<file path="config.mk">
export PLATFORM = sky130hd
export DESIGN_NAME = ucd_serial_port
export DESIGN_NICKNAME = d
export VERILOG_FILES = /design/src/inc/ucd_pkg.sv /design/src/hw/ucd_baud_timer.sv /design/src/hw/ucd_serial_port.sv
export VERILOG_INCLUDE_DIRS = /design/src /design/src/inc
export SDC_FILE = /design/constraint.sdc
export NUM_CORES = 1
export LEC_CHECK = 0
export BUFFER_PORTS_ARGS = -buffer_cell sky130_fd_sc_hd__buf_2
export CAP_MARGIN = 30
export CORE_UTILIZATION = 60
export CTS_BUF_LIST = sky130_fd_sc_hd__clkbuf_2
export CTS_CLUSTER_SIZE = 40
export DETAILED_ROUTE_END_ITERATION = 7
export GPL_ROUTABILITY_DRIVEN = 1
export GPL_TIMING_DRIVEN = 1
export PLACE_DENSITY = 0.9
export SYNTH_ARGS = -nofsm -noshare
export SYNTH_HDL_FRONTEND = slang
export SYNTH_SLANG_ARGS = --single-unit
</file>
<file path="constraint.sdc">
create_clock -name CLK_SYS -period 2.5 [get_ports CLK_SYS]
set_input_delay 0.25 -clock CLK_SYS [delete_from_list [all_inputs] [get_ports CLK_SYS]]
set_output_delay 0.25 -clock CLK_SYS [all_outputs]
set_load 0.01 [all_outputs]
</file>
<file path="src/inc/ucd_map.svh">
// Offsets, field positions, reset values and timing constants of the serial port.
// Assumes inclusion by bare name from the design files.
`ifndef UCD_MAP_SVH
`define UCD_MAP_SVH

// ==========================================================================
// Register addresses
`define UCD_ADDR_CONTROL      8'h98
`define UCD_ADDR_DATA         8'h99

// ==========================================================================
// Control register fields
`define UCD_BIT_MODE          7
`define UCD_BIT_UNUSED        6
`define UCD_BIT_MPE           5
`define UCD_BIT_REN           4
`define UCD_BIT_TB9           3
`define UCD_BIT_RB9           2
`define UCD_BIT_TDONE         1
`define UCD_BIT_RDONE         0

// ==========================================================================
// Reset values
`define UCD_RST_CONTROL       8'h40
`define UCD_RST_DATA          8'h00
`define UCD_RD_UNMAPPED       8'h00

// ==========================================================================
// Timing: reload timer overflows twice per bit
`define UCD_TICKS_PER_BIT     2'h2
`define UCD_DATA_BITS         4'h8
`define UCD_TIMER_TOP         8'hff
`define UCD_RST_RELOAD        8'h96

`endif

</file>
<file path="src/inc/ucd_pkg.sv">
// Types shared by the serial port design.
// Assumes ucd_map.svh is compiled alongside.
package ucd_pkg;

   // ========================================================================
   // Transmit and receive sequencer states
   typedef enum logic [2:0] {
      UCD_IDLE,
      UCD_START,
      UCD_DATA,
      UCD_NINTH,
      UCD_STOP
   } ucd_state_t;

endpackage : ucd_pkg

</file>
<file path="src/hw/ucd_baud_timer.sv">
// Eight-bit auto-reload timer giving one tick per overflow.
// Assumes the reload value is held steady by software while a frame runs.
`timescale 1ns/1ns
`include "ucd_map.svh"
module ucd_baud_timer #(
   parameter int WIDTH = 8
) (
   input  wire logic             clk,
   input  wire logic             rst,
   input  wire logic             restart,
   input  wire logic [WIDTH-1:0] reload,
   output logic                  tick
);
   logic [WIDTH-1:0] count;
   wire              wrap = (count == {WIDTH{1'b1}});

   // ========================================================================
   // Count up from reload, tick on overflow
   always_ff @(posedge clk) begin
      if (rst) begin
         count <= '0;
         tick  <= 1'b0;
      end else if (restart) begin
         count <= reload;
         tick  <= 1'b0;
      end else begin
         count <= wrap ? reload : count + 1'b1;
         tick  <= wrap;
      end
   end
endmodule : ucd_baud_timer

</file>
<file path="src/hw/ucd_serial_port.sv">
// Control, status and data buffer logic of an asynchronous serial port.
// Assumes a one-clock special register port and a remote party on RXD/TXD.
`timescale 1ns/1ns
`include "ucd_map.svh"

module ucd_serial_port
   import ucd_pkg::*;
(
   input  wire logic       CLK_SYS,
   input  wire logic       RST,
   input  wire logic [7:0] SFR_ADDR,
   input  wire logic       SFR_WR,
   input  wire logic       SFR_RD,
   input  wire logic [7:0] SFR_WDATA,
   output logic      [7:0] SFR_RDATA,
   input  wire logic [7:0] BAUD_RELOAD,
   input  wire logic       IRQ_ENABLE,
   input  wire logic       RXD,
   output logic            TXD,
   output logic            IRQ
);
   // =======================================================================
   // Register decode
   wire wr_ctrl = SFR_WR && (SFR_ADDR == `UCD_ADDR_CONTROL);
   wire wr_data = SFR_WR && (SFR_ADDR == `UCD_ADDR_DATA);
   wire rd_ctrl = SFR_RD && (SFR_ADDR == `UCD_ADDR_CONTROL);
   wire rd_data = SFR_RD && (SFR_ADDR == `UCD_ADDR_DATA);

   logic       framing_mode_select;
   logic       multiprocessor_enable;
   logic       receive_enable_bit;
   logic       ninth_transmit_bit;
   logic       ninth_receive_bit;
   logic       transmit_done_flag;
   logic       receive_done_flag;
   logic [7:0] receive_latch;

   wire [7:0] ctrl_value = {framing_mode_select, 1'b1, multiprocessor_enable,
                            receive_enable_bit, ninth_transmit_bit, ninth_receive_bit,
                            transmit_done_flag, receive_done_flag};
   wire [7:0] next_rdata = rd_ctrl ? ctrl_value :
                           rd_data ? receive_latch :
                           `UCD_RD_UNMAPPED;

   // =======================================================================
   // Receive pin synchroniser, change accepted when stages two and three agree
   logic rx_s1;
   logic rx_s2;
   logic rx_s3;
   logic rx_level;

   always_ff @(posedge CLK_SYS) begin
      if (RST) begin
         rx_s1    <= 1'b1;
         rx_s2    <= 1'b1;
         rx_s3    <= 1'b1;
         rx_level <= 1'b1;
      end else begin
         rx_s1 <= RXD;
         rx_s2 <= rx_s1;
         rx_s3 <= rx_s2;
         if (rx_s2 == rx_s3) begin
            rx_level <= rx_s3;
         end
      end
   end

   // =======================================================================
   // Bit timers, restarted at frame start
   logic tx_tick;
   logic rx_tick;
   wire  rx_begin;

   ucd_baud_timer #(.WIDTH(8)) u_tx_timer (
      .clk     (CLK_SYS),
      .rst     (RST),
      .restart (wr_data),
      .reload  (BAUD_RELOAD),
      .tick    (tx_tick)
   );

   ucd_baud_timer #(.WIDTH(8)) u_rx_timer (
      .clk     (CLK_SYS),
      .rst     (RST),
      .restart (rx_begin),
      .reload  (BAUD_RELOAD),
      .tick    (rx_tick)
   );

   // =======================================================================
   // Transmitter
   ucd_state_t tx_state;
   logic [7:0] tx_shift;
   logic [3:0] tx_bits;
   logic [1:0] tx_half;

   wire tx_bit_end  = tx_tick && (tx_half == `UCD_TICKS_PER_BIT - 2'h1);
   wire tx_last     = (tx_bits == `UCD_DATA_BITS - 4'h1);
   wire tx_to_stop  = tx_bit_end && ((tx_state == UCD_NINTH) ||
                      (tx_state == UCD_DATA && tx_last && !framing_mode_select));
   wire tx_to_ninth = tx_bit_end && (tx_state == UCD_DATA) && tx_last &&
                      framing_mode_select;
   wire tx_done_set = tx_to_stop;

   always_ff @(posedge CLK_SYS) begin
      if (RST) begin
         tx_state <= UCD_IDLE;
         tx_shift <= `UCD_RST_DATA;
         tx_bits  <= 4'h0;
         tx_half  <= 2'h0;
         TXD      <= 1'b1;
      end else if (wr_data) begin
         tx_state <= UCD_START;
         tx_shift <= SFR_WDATA;
         tx_bits  <= 4'h0;
         tx_half  <= 2'h0;
         TXD      <= 1'b0;
      end else begin
         if (tx_tick) begin
            tx_half <= tx_bit_end ? 2'h0 : tx_half + 2'h1;
         end
         if (tx_bit_end) begin
            case (tx_state)
               UCD_START: begin
                  tx_state <= UCD_DATA;
                  TXD      <= tx_shift[0];
               end
               UCD_DATA: begin
                  if (tx_to_ninth) begin
                     tx_state <= UCD_NINTH;
                     TXD      <= ninth_transmit_bit;
                  end else if (tx_to_stop) begin
                     tx_state <= UCD_STOP;
                     TXD      <= 1'b1;
                  end else begin
                     tx_bits  <= tx_bits + 4'h1;
                     tx_shift <= {1'b0, tx_shift[7:1]};
                     TXD      <= tx_shift[1];
                  end
               end
               UCD_NINTH: begin
                  tx_state <= UCD_STOP;
                  TXD      <= 1'b1;
               end
               UCD_STOP: begin
                  tx_state <= UCD_IDLE;
               end
               default: begin
                  tx_state <= UCD_IDLE;
                  TXD      <= 1'b1;
               end
            endcase
         end
      end
   end

   // =======================================================================
   // Receiver: first tick lands mid start bit, then two ticks per bit
   ucd_state_t rx_state;
   logic [7:0] rx_shift;
   logic [3:0] rx_bits;
   logic [1:0] rx_half;
   logic       rx_ninth;

   assign rx_begin = (rx_state == UCD_IDLE) && receive_enable_bit && !rx_level;
   wire rx_sample  = rx_tick && (rx_half == 2'h0);
   wire rx_last    = (rx_bits == `UCD_DATA_BITS - 4'h1);
   wire rx_stop_at = rx_sample && (rx_state == UCD_STOP);
   wire rx_bit9    = framing_mode_select ? rx_ninth : rx_level;
   wire rx_accept  = rx_stop_at && !receive_done_flag &&
                     (!multiprocessor_enable || rx_bit9);
   wire rx_done_set = rx_accept;

   always_ff @(posedge CLK_SYS) begin
      if (RST) begin
         rx_state <= UCD_IDLE;
         rx_shift <= 8'h00;
         rx_bits  <= 4'h0;
         rx_half  <= 2'h0;
         rx_ninth <= 1'b0;
      end else if (rx_begin) begin
         rx_state <= UCD_START;
         rx_bits  <= 4'h0;
         rx_half  <= 2'h0;
      end else begin
         if (rx_tick) begin
            rx_half <= (rx_half == `UCD_TICKS_PER_BIT - 2'h1) ? 2'h0 : rx_half + 2'h1;
         end
         if (rx_sample) begin
            case (rx_state)
               UCD_START: begin
                  rx_state <= rx_level ? UCD_IDLE : UCD_DATA;
               end
               UCD_DATA: begin
                  rx_shift <= {rx_level, rx_shift[7:1]};
                  rx_bits  <= rx_bits + 4'h1;
                  if (rx_last) begin
                     rx_state <= framing_mode_select ? UCD_NINTH : UCD_STOP;
                  end
               end
               UCD_NINTH: begin
                  rx_ninth <= rx_level;
                  rx_state <= UCD_STOP;
               end
               UCD_STOP: begin
                  rx_state <= UCD_IDLE;
               end
               default: begin
                  rx_state <= UCD_IDLE;
               end
            endcase
         end
      end
   end

   // =======================================================================
   // Control register, receive latch and read data
   always_ff @(posedge CLK_SYS) begin
      if (RST) begin
         framing_mode_select   <= 1'b0;
         multiprocessor_enable <= 1'b0;
         receive_enable_bit    <= 1'b0;
         ninth_transmit_bit    <= 1'b0;
         ninth_receive_bit     <= 1'b0;
         transmit_done_flag    <= 1'b0;
         receive_done_flag     <= 1'b0;
         receive_latch         <= `UCD_RST_DATA;
         SFR_RDATA             <= 8'h00;
      end else begin
         SFR_RDATA <= next_rdata;
         if (wr_ctrl) begin
            framing_mode_select   <= SFR_WDATA[`UCD_BIT_MODE];
            multiprocessor_enable <= SFR_WDATA[`UCD_BIT_MPE];
            receive_enable_bit    <= SFR_WDATA[`UCD_BIT_REN];
            ninth_transmit_bit    <= SFR_WDATA[`UCD_BIT_TB9];
         end
         if (rx_accept) begin
            receive_latch     <= rx_shift;
            ninth_receive_bit <= rx_bit9;
         end else if (wr_ctrl) begin
            ninth_receive_bit <= SFR_WDATA[`UCD_BIT_RB9];
         end
         // Hardware only sets; a set in the same cycle beats the write
         transmit_done_flag <= tx_done_set ||
                               (wr_ctrl ? SFR_WDATA[`UCD_BIT_TDONE] : transmit_done_flag);
         receive_done_flag  <= rx_done_set ||
                               (wr_ctrl ? SFR_WDATA[`UCD_BIT_RDONE] : receive_done_flag);
      end
   end

   assign IRQ = IRQ_ENABLE && (transmit_done_flag || receive_done_flag);

endmodule : ucd_serial_port

</file>
Word level (Yosys, flattened, before mapping)
Index checks and enable logic that the tools add are counted.
{"block": "op_classes", "add_sub_neg": 6, "eq_ne": 24, "muxes": 34, "bitwise_logic": 3, "reduce_logical": 45}
{"op": "8-bit 2-to-1 mux", "count": 11}
{"op": "8-bit equality test (second input constant)", "count": 4}
{"op": "1-bit logical AND", "count": 18}
{"op": "3-bit one-hot mux with 3 select lines", "count": 2}
{"op": "8-bit by 1-bit adder with 8-bit output (second input constant)", "count": 2}
{"op": "1-bit 2-to-1 mux", "count": 13}
{"op": "3-bit by 2-bit equality test with 1-bit output (second input constant)", "count": 4}
{"op": "3-bit 2-to-1 mux", "count": 4}
{"op": "2-bit AND reduction", "count": 6}
{"op": "4-bit by 1-bit adder with 4-bit output (second input constant)", "count": 2}
{"op": "4-bit by 3-bit equality test with 1-bit output (second input constant)", "count": 2}
{"op": "4-bit AND reduction", "count": 2}
{"op": "2-bit nonzero test", "count": 4}
{"op": "3-bit by 1-bit equality test with 1-bit output (second input constant)", "count": 2}
{"op": "3-bit equality test (second input constant)", "count": 2}
{"op": "2-bit 2-to-1 mux", "count": 3}
{"op": "2-bit by 1-bit inequality test with 1-bit output (second input constant)", "count": 3}
{"op": "3-bit inequality test (second input constant)", "count": 2}
{"op": "3-bit AND reduction", "count": 2}
{"op": "1-bit logical OR", "count": 5}
{"op": "2-bit by 1-bit adder with 2-bit output (second input constant)", "count": 2}
{"op": "2-bit by 1-bit equality test with 1-bit output (second input constant)", "count": 2}
{"op": "1-bit logical NOT", "count": 4}
{"op": "4-bit by 3-bit inequality test with 1-bit output (second input constant)", "count": 1}
{"op": "other kinds (7)", "count": 10}
{"block": "totals", "regBits": 81, "input_bits": 30, "out_inout_bits": 10, "word_cells": 141}

Longest topological paths before layout
{"block": "depth", "depth_word": 10, "depth_mapped": 6, "ltp_nobuf": 5}

Hierarchy
A second synthesis with hierarchy kept.
{"block": "unflattened", "cells_unflattened": 371, "area_unflattened_um2": 3639.7}
{"module": "ucd_serial_port", "n_inst": 1, "cells_per_inst": 281, "area_each_um2": 2663.8, "seq_area_each_um2": 1261.2}
{"module": "ucd_baud_timer", "n_inst": 2, "cells_per_inst": 45, "area_each_um2": 488.0, "seq_area_each_um2": 180.2}

Worst setup path before layout
No wires, ideal clock.
{"block": "synth_timing", "path_kind": "reg2reg", "startpoint": "reg framing_mode_select", "endpoint": "reg ninth_receive_bit", "setup_ps": 88, "t_arrival_ps": 1431, "required_ps": 2412, "path_slack_ps": 981, "stages_incl_launch_ff": 6, "n_path_buf": 1, "synth_period_minus_slack_ps": 1519, "cell_sequence": "dfxtp_1 -> mux2_4 -> o2111a_1 -> buf_6 -> and2b_1 -> a311oi_2"}
{"block": "synth_between", "elab_chain_cells": 4, "word_cells_on_any_way": 5, "classes_between": "mux (2); reduce/logical (3)"}
{"element": "start, declared", "line": "ucd_serial_port.sv:29", "source": "logic framing_mode_select;"}
{"element": "start signal, assigned", "line": "ucd_serial_port.sv:232", "source": "framing_mode_select <= SFR_WDATA[`UCD_BIT_MODE];"}
{"element": "1-bit 2-to-1 mux *", "line": "ucd_serial_port.sv:169", "source": "wire rx_bit9 = framing_mode_select ? rx_ninth : rx_level;"}
{"element": "1-bit logical OR", "line": "ucd_serial_port.sv:171", "source": "(!multiprocessor_enable || rx_bit9);"}
{"element": "1-bit logical AND", "line": "ucd_serial_port.sv:170", "source": "wire rx_accept = rx_stop_at && !receive_done_flag &&"}
{"element": "1-bit 2-to-1 mux / 2-bit nonzero test (equally long branches)"}
{"element": "end signal, assigned", "line": "ucd_serial_port.sv:239", "source": "ninth_receive_bit <= rx_bit9;"}
{"element": "end signal, assigned", "line": "ucd_serial_port.sv:241", "source": "ninth_receive_bit <= SFR_WDATA[`UCD_BIT_RB9];"}
{"element": "end, declared", "line": "ucd_serial_port.sv:33", "source": "logic ninth_receive_bit;"}
Mark *: on every way between the ends. The rest lies on a longest branch, timed or not.
A chain may end at the register's enable or synchronous reset.

Worst setup path after layout
Ends and elaborated chain as after synthesis.

==> flow_metrics.env <==
export IMPL_ys_seq_area_share_pct=45.84
export IMPL_first_global_vias=2886
export IMPL_post_place_cells=493
export IMPL_avgSynthCellArea_sq_um=9.000
export IMPL_power_frac_comb_pct=5.6
export IMPL_ant_nets=0
export IMPL_fin_crit_ns=1.840
export IMPL_nFillCells=441
export IMPL_core_area_sq_mm=0.005608
export IMPL_die_h_um=78.78
export IMPL_total_power_mw=2.016
export IMPL_synthArstFlopShare_pct=0
export IMPL_avgViaCountPerCell=5.820
export IMPL_min_period_over_period_pct=73.60
export IMPL_worstSetupStartpointType="flop"
export IMPL_wl_mm=7.464
export IMPL_n_antenna_cell=0
export IMPL_grt_overflow_total=0
export IMPL_clockPowerShare_pct=29.0
export IMPL_final_common_cell="dfxtp_1"
export IMPL_drive_gt1_share_pct=16.00
export IMPL_htreeDepth=3
export IMPL_grt_max_degree=36
export IMPL_initial_core_util_pct=63.07
export IMPL_die_area_sq_mm=0.006206
export IMPL_cts_root_buf="clkbuf_2"
export IMPL_hpwl_mm=5.221
export IMPL_top_usage_layer="met2"
export IMPL_cpMaxStageDelayCell="dfxtp_1"
export IMPL_first_pass_iters=4
export IMPL_syn_nets=427
export IMPL_place_gp_congestion=0.8718
export IMPL_worstPathMaxFanout=10
export IMPL_powerDensity_mw_per_mm2=503.8
export IMPL_drv_slew=0
export IMPL_p_switching_uw=515.1
export IMPL_p_leak_nw=1.503
export IMPL_fin_tns_setup_ns=0
export IMPL_status="finished clean"
export IMPL_yosysWarnings=0
export IMPL_fmax_ghz=0.5435
export IMPL_clkSlewWorstSetupHoldPaths_ns=0.21
export IMPL_relSlewSlack_pct=60.86
export IMPL_synth_ff_type="dfxtp_1"
export IMPL_synthesis_area_sq_mm=0.003537
export IMPL_critPathKind="reg -> reg"
export IMPL_die_w_um=78.78
export IMPL_synth_edff_count=0
export IMPL_worstPathRequired_ns=2.97
export IMPL_cp_cell_sequence="mux2_4, o2111a_1, and2b_1, a311oi_2"
export IMPL_nets=479
export IMPL_arrival_ns=2.31
export IMPL_p_sw_share_pct=25.55
export IMPL_synth_largest_area_cell="dfxtp_1"
export IMPL_clock_sinks=81
export IMPL_port_buffer_count=39
export IMPL_ir_worst_vdd_v=0.0003132
export IMPL_power_internal_mw=1.501
export IMPL_final_cells=522
export IMPL_rsz0062_at_grt="false"
export IMPL_grtUsageMet3_pct=4.713
export IMPL_num_vias=3038
export IMPL_drt_initial_drc_count=150
export IMPL_syn_to_final_growth_pct=13.16
export IMPL_post_cts_setup_buffer_count=0
export IMPL_synth_seq_cells=81
export IMPL_cpPeakStageDelay_ns=0.50
export IMPL_tightestPinTransition_ns=0.5854
export IMPL_hold_path_class="in -> reg"
export IMPL_synthCells=393
export IMPL_seqPwrFrac_pct=65.4
export IMPL_setup_violations=0
export IMPL_antenna_found_initial=0
export IMPL_grt_use_met2_pct=42.78
export IMPL_drv_cap=0
export IMPL_io_pins=40
export IMPL_track_usage_pct=25.95
export IMPL_finClkSkew_ns=0.01196
export IMPL_final_cell_mix="dfxtp_1, nor2_1, buf_2, a21oi_1, nand2_1"
export IMPL_clk_latency_ns=0.53
export IMPL_rows=27
export IMPL_clockBufferDepth=2
export IMPL_post_synth_top_area_fraction_pct=45.84
export IMPL_grtUsageMet1_pct=32.61
export IMPL_grt_pass1_wl_mm=12.64
export IMPL_wire_per_inst_um=14.30
export IMPL_cts_tree="built"
export IMPL_end_kind="flop"
export IMPL_synthDistinctLibCells=52
export IMPL_synth_area_top_cells="dfxtp_1, a21oi_1, nor2_1"
export IMPL_hold_violations=0
export IMPL_drc=0
export IMPL_cts_buffers=9
-- worst max-delay path: cells and delay by family, from the launching register on --
| kind | cells | cell delay [ns] |
|---|---|---|
| and+or+nand+nor | 1 | 0.28 |
| DFF | 1 | 0.50 |
| muxes | 1 | 0.33 |
| AOI/OAI and AO/OA | 2 | 0.66 |
-- final timing paths --
kind,startpoint,end,slack (ns),cells after the start
hold reg to reg,rx_s1,rx_s2,0.44,1
setup / recovery,framing_mode_select,ninth_receive_bit,0.66,4
setup reg to reg,framing_mode_select,ninth_receive_bit,0.66,4
hold / removal,SFR_WDATA[2],tx_shift[2],0.01,3
-- cells in the mapped netlist, types with 2 or more instances --
master    instances
nor4_4            2
or3b_1            2
nor2b_1           4
dfxtp_1          81
o21ai_0           8
a21oi_1          36
nor3b_1           2
mux2i_1          17
a211oi_1         13
o21a_1            2
nand2_1          35
or3_1             2
buf_2             5
o211ai_1          2
inv_2             2
ha_1              4
nand4_1           6
nand3_1          29
a31oi_1           4
xnor2_1           8
and4_1            3
clkbuf_1          9
xor2_1           10
nor2_1           48
a22oi_1           7
nor3b_2           3
a311oi_1          6
or2_2             3
nand2b_1          2
and3_1            4
inv_1             6
and3b_1           2
nor4_1            2
nand3b_1          6
-- metal layers --
metal | up-vias | routed length (um) | share of wire, %
met1 | 1414 | 3397 | 46
met3 | 13 | 435 | 5.8
met4 | 0 | 104 | 1.4
li1 | 1525 | - | -
met5 | - | 0 | 0
met2 | 86 | 3526 | 47
-- repair_timing --
action | CTS | global route
hold buffers | 11 | 2
gates resized for setup | 0 | 0
endpoints found under the setup margin | 0 | 0
endpoints found under the hold margin | 13 | 2
-- kinds of logic (layout without fill, tap and decap cells) --
logic type	count (synthesis)	count (layout)	synth area share [%]
xor gates and xnor gates	18	18	4.457
DFF	81	81	45.84
buffers and inverters	23	80	2.830
and+or+nand+nor	163	163	24.66
adders and majority gates	4	4	1.415
muxes	18	18	5.235
AOI/OAI and AO/OA	86	86	15.56
-- flip-flops by register name, summed over array words and instances (netlist names), 4 cells and up --
signal and cells:
rx_bits 4, tx_bits 4, tx_shift 8, receive_latch 8, u_rx_timer.count 8, SFR_RDATA 8, rx_shift 8, u_tx_timer.count 8
-- power groups by stage --
stage	clock [mW]	sequential (mW)	combinational (mW)
after floorplan	0	1.34	0.0562
after global placement	0	1.34	0.0946
after detailed placement	0	1.34	0.0966
after CTS	0.587	1.32	0.110
after global routing	0.651	1.32	0.126
final	0.584	1.32	0.114
-- area by class of cell --
cell class	count	area [sq um]	area share, %
multi-input cells	289	1815	45.36
clock buffers	12	60.06	1.500
flip-flops and latches	81	1622	40.51
clock inverters	4	30.03	0.7502
repair buffers	56	355.3	8.878
inverters	8	30.03	0.7502
well taps	72	90.09	2.251
-- metrics by stage --
stage	cell area [sq um]	hold slack [ns]	util, %	setup WS (ns)
after floorplan	3537	0.3538	-	0.9805
after global placement	3782	0.3907	67.45	0.7236
after detailed placement	3782	0.3936	67.45	0.6806
after CTS	3983	0.003392	71.02	0.6654
after global routing	4003	0.003015	71.37	0.4678
final	4003	0.01116	71.37	0.6600
No activity file was read; power rests on OpenSTA's default activity.
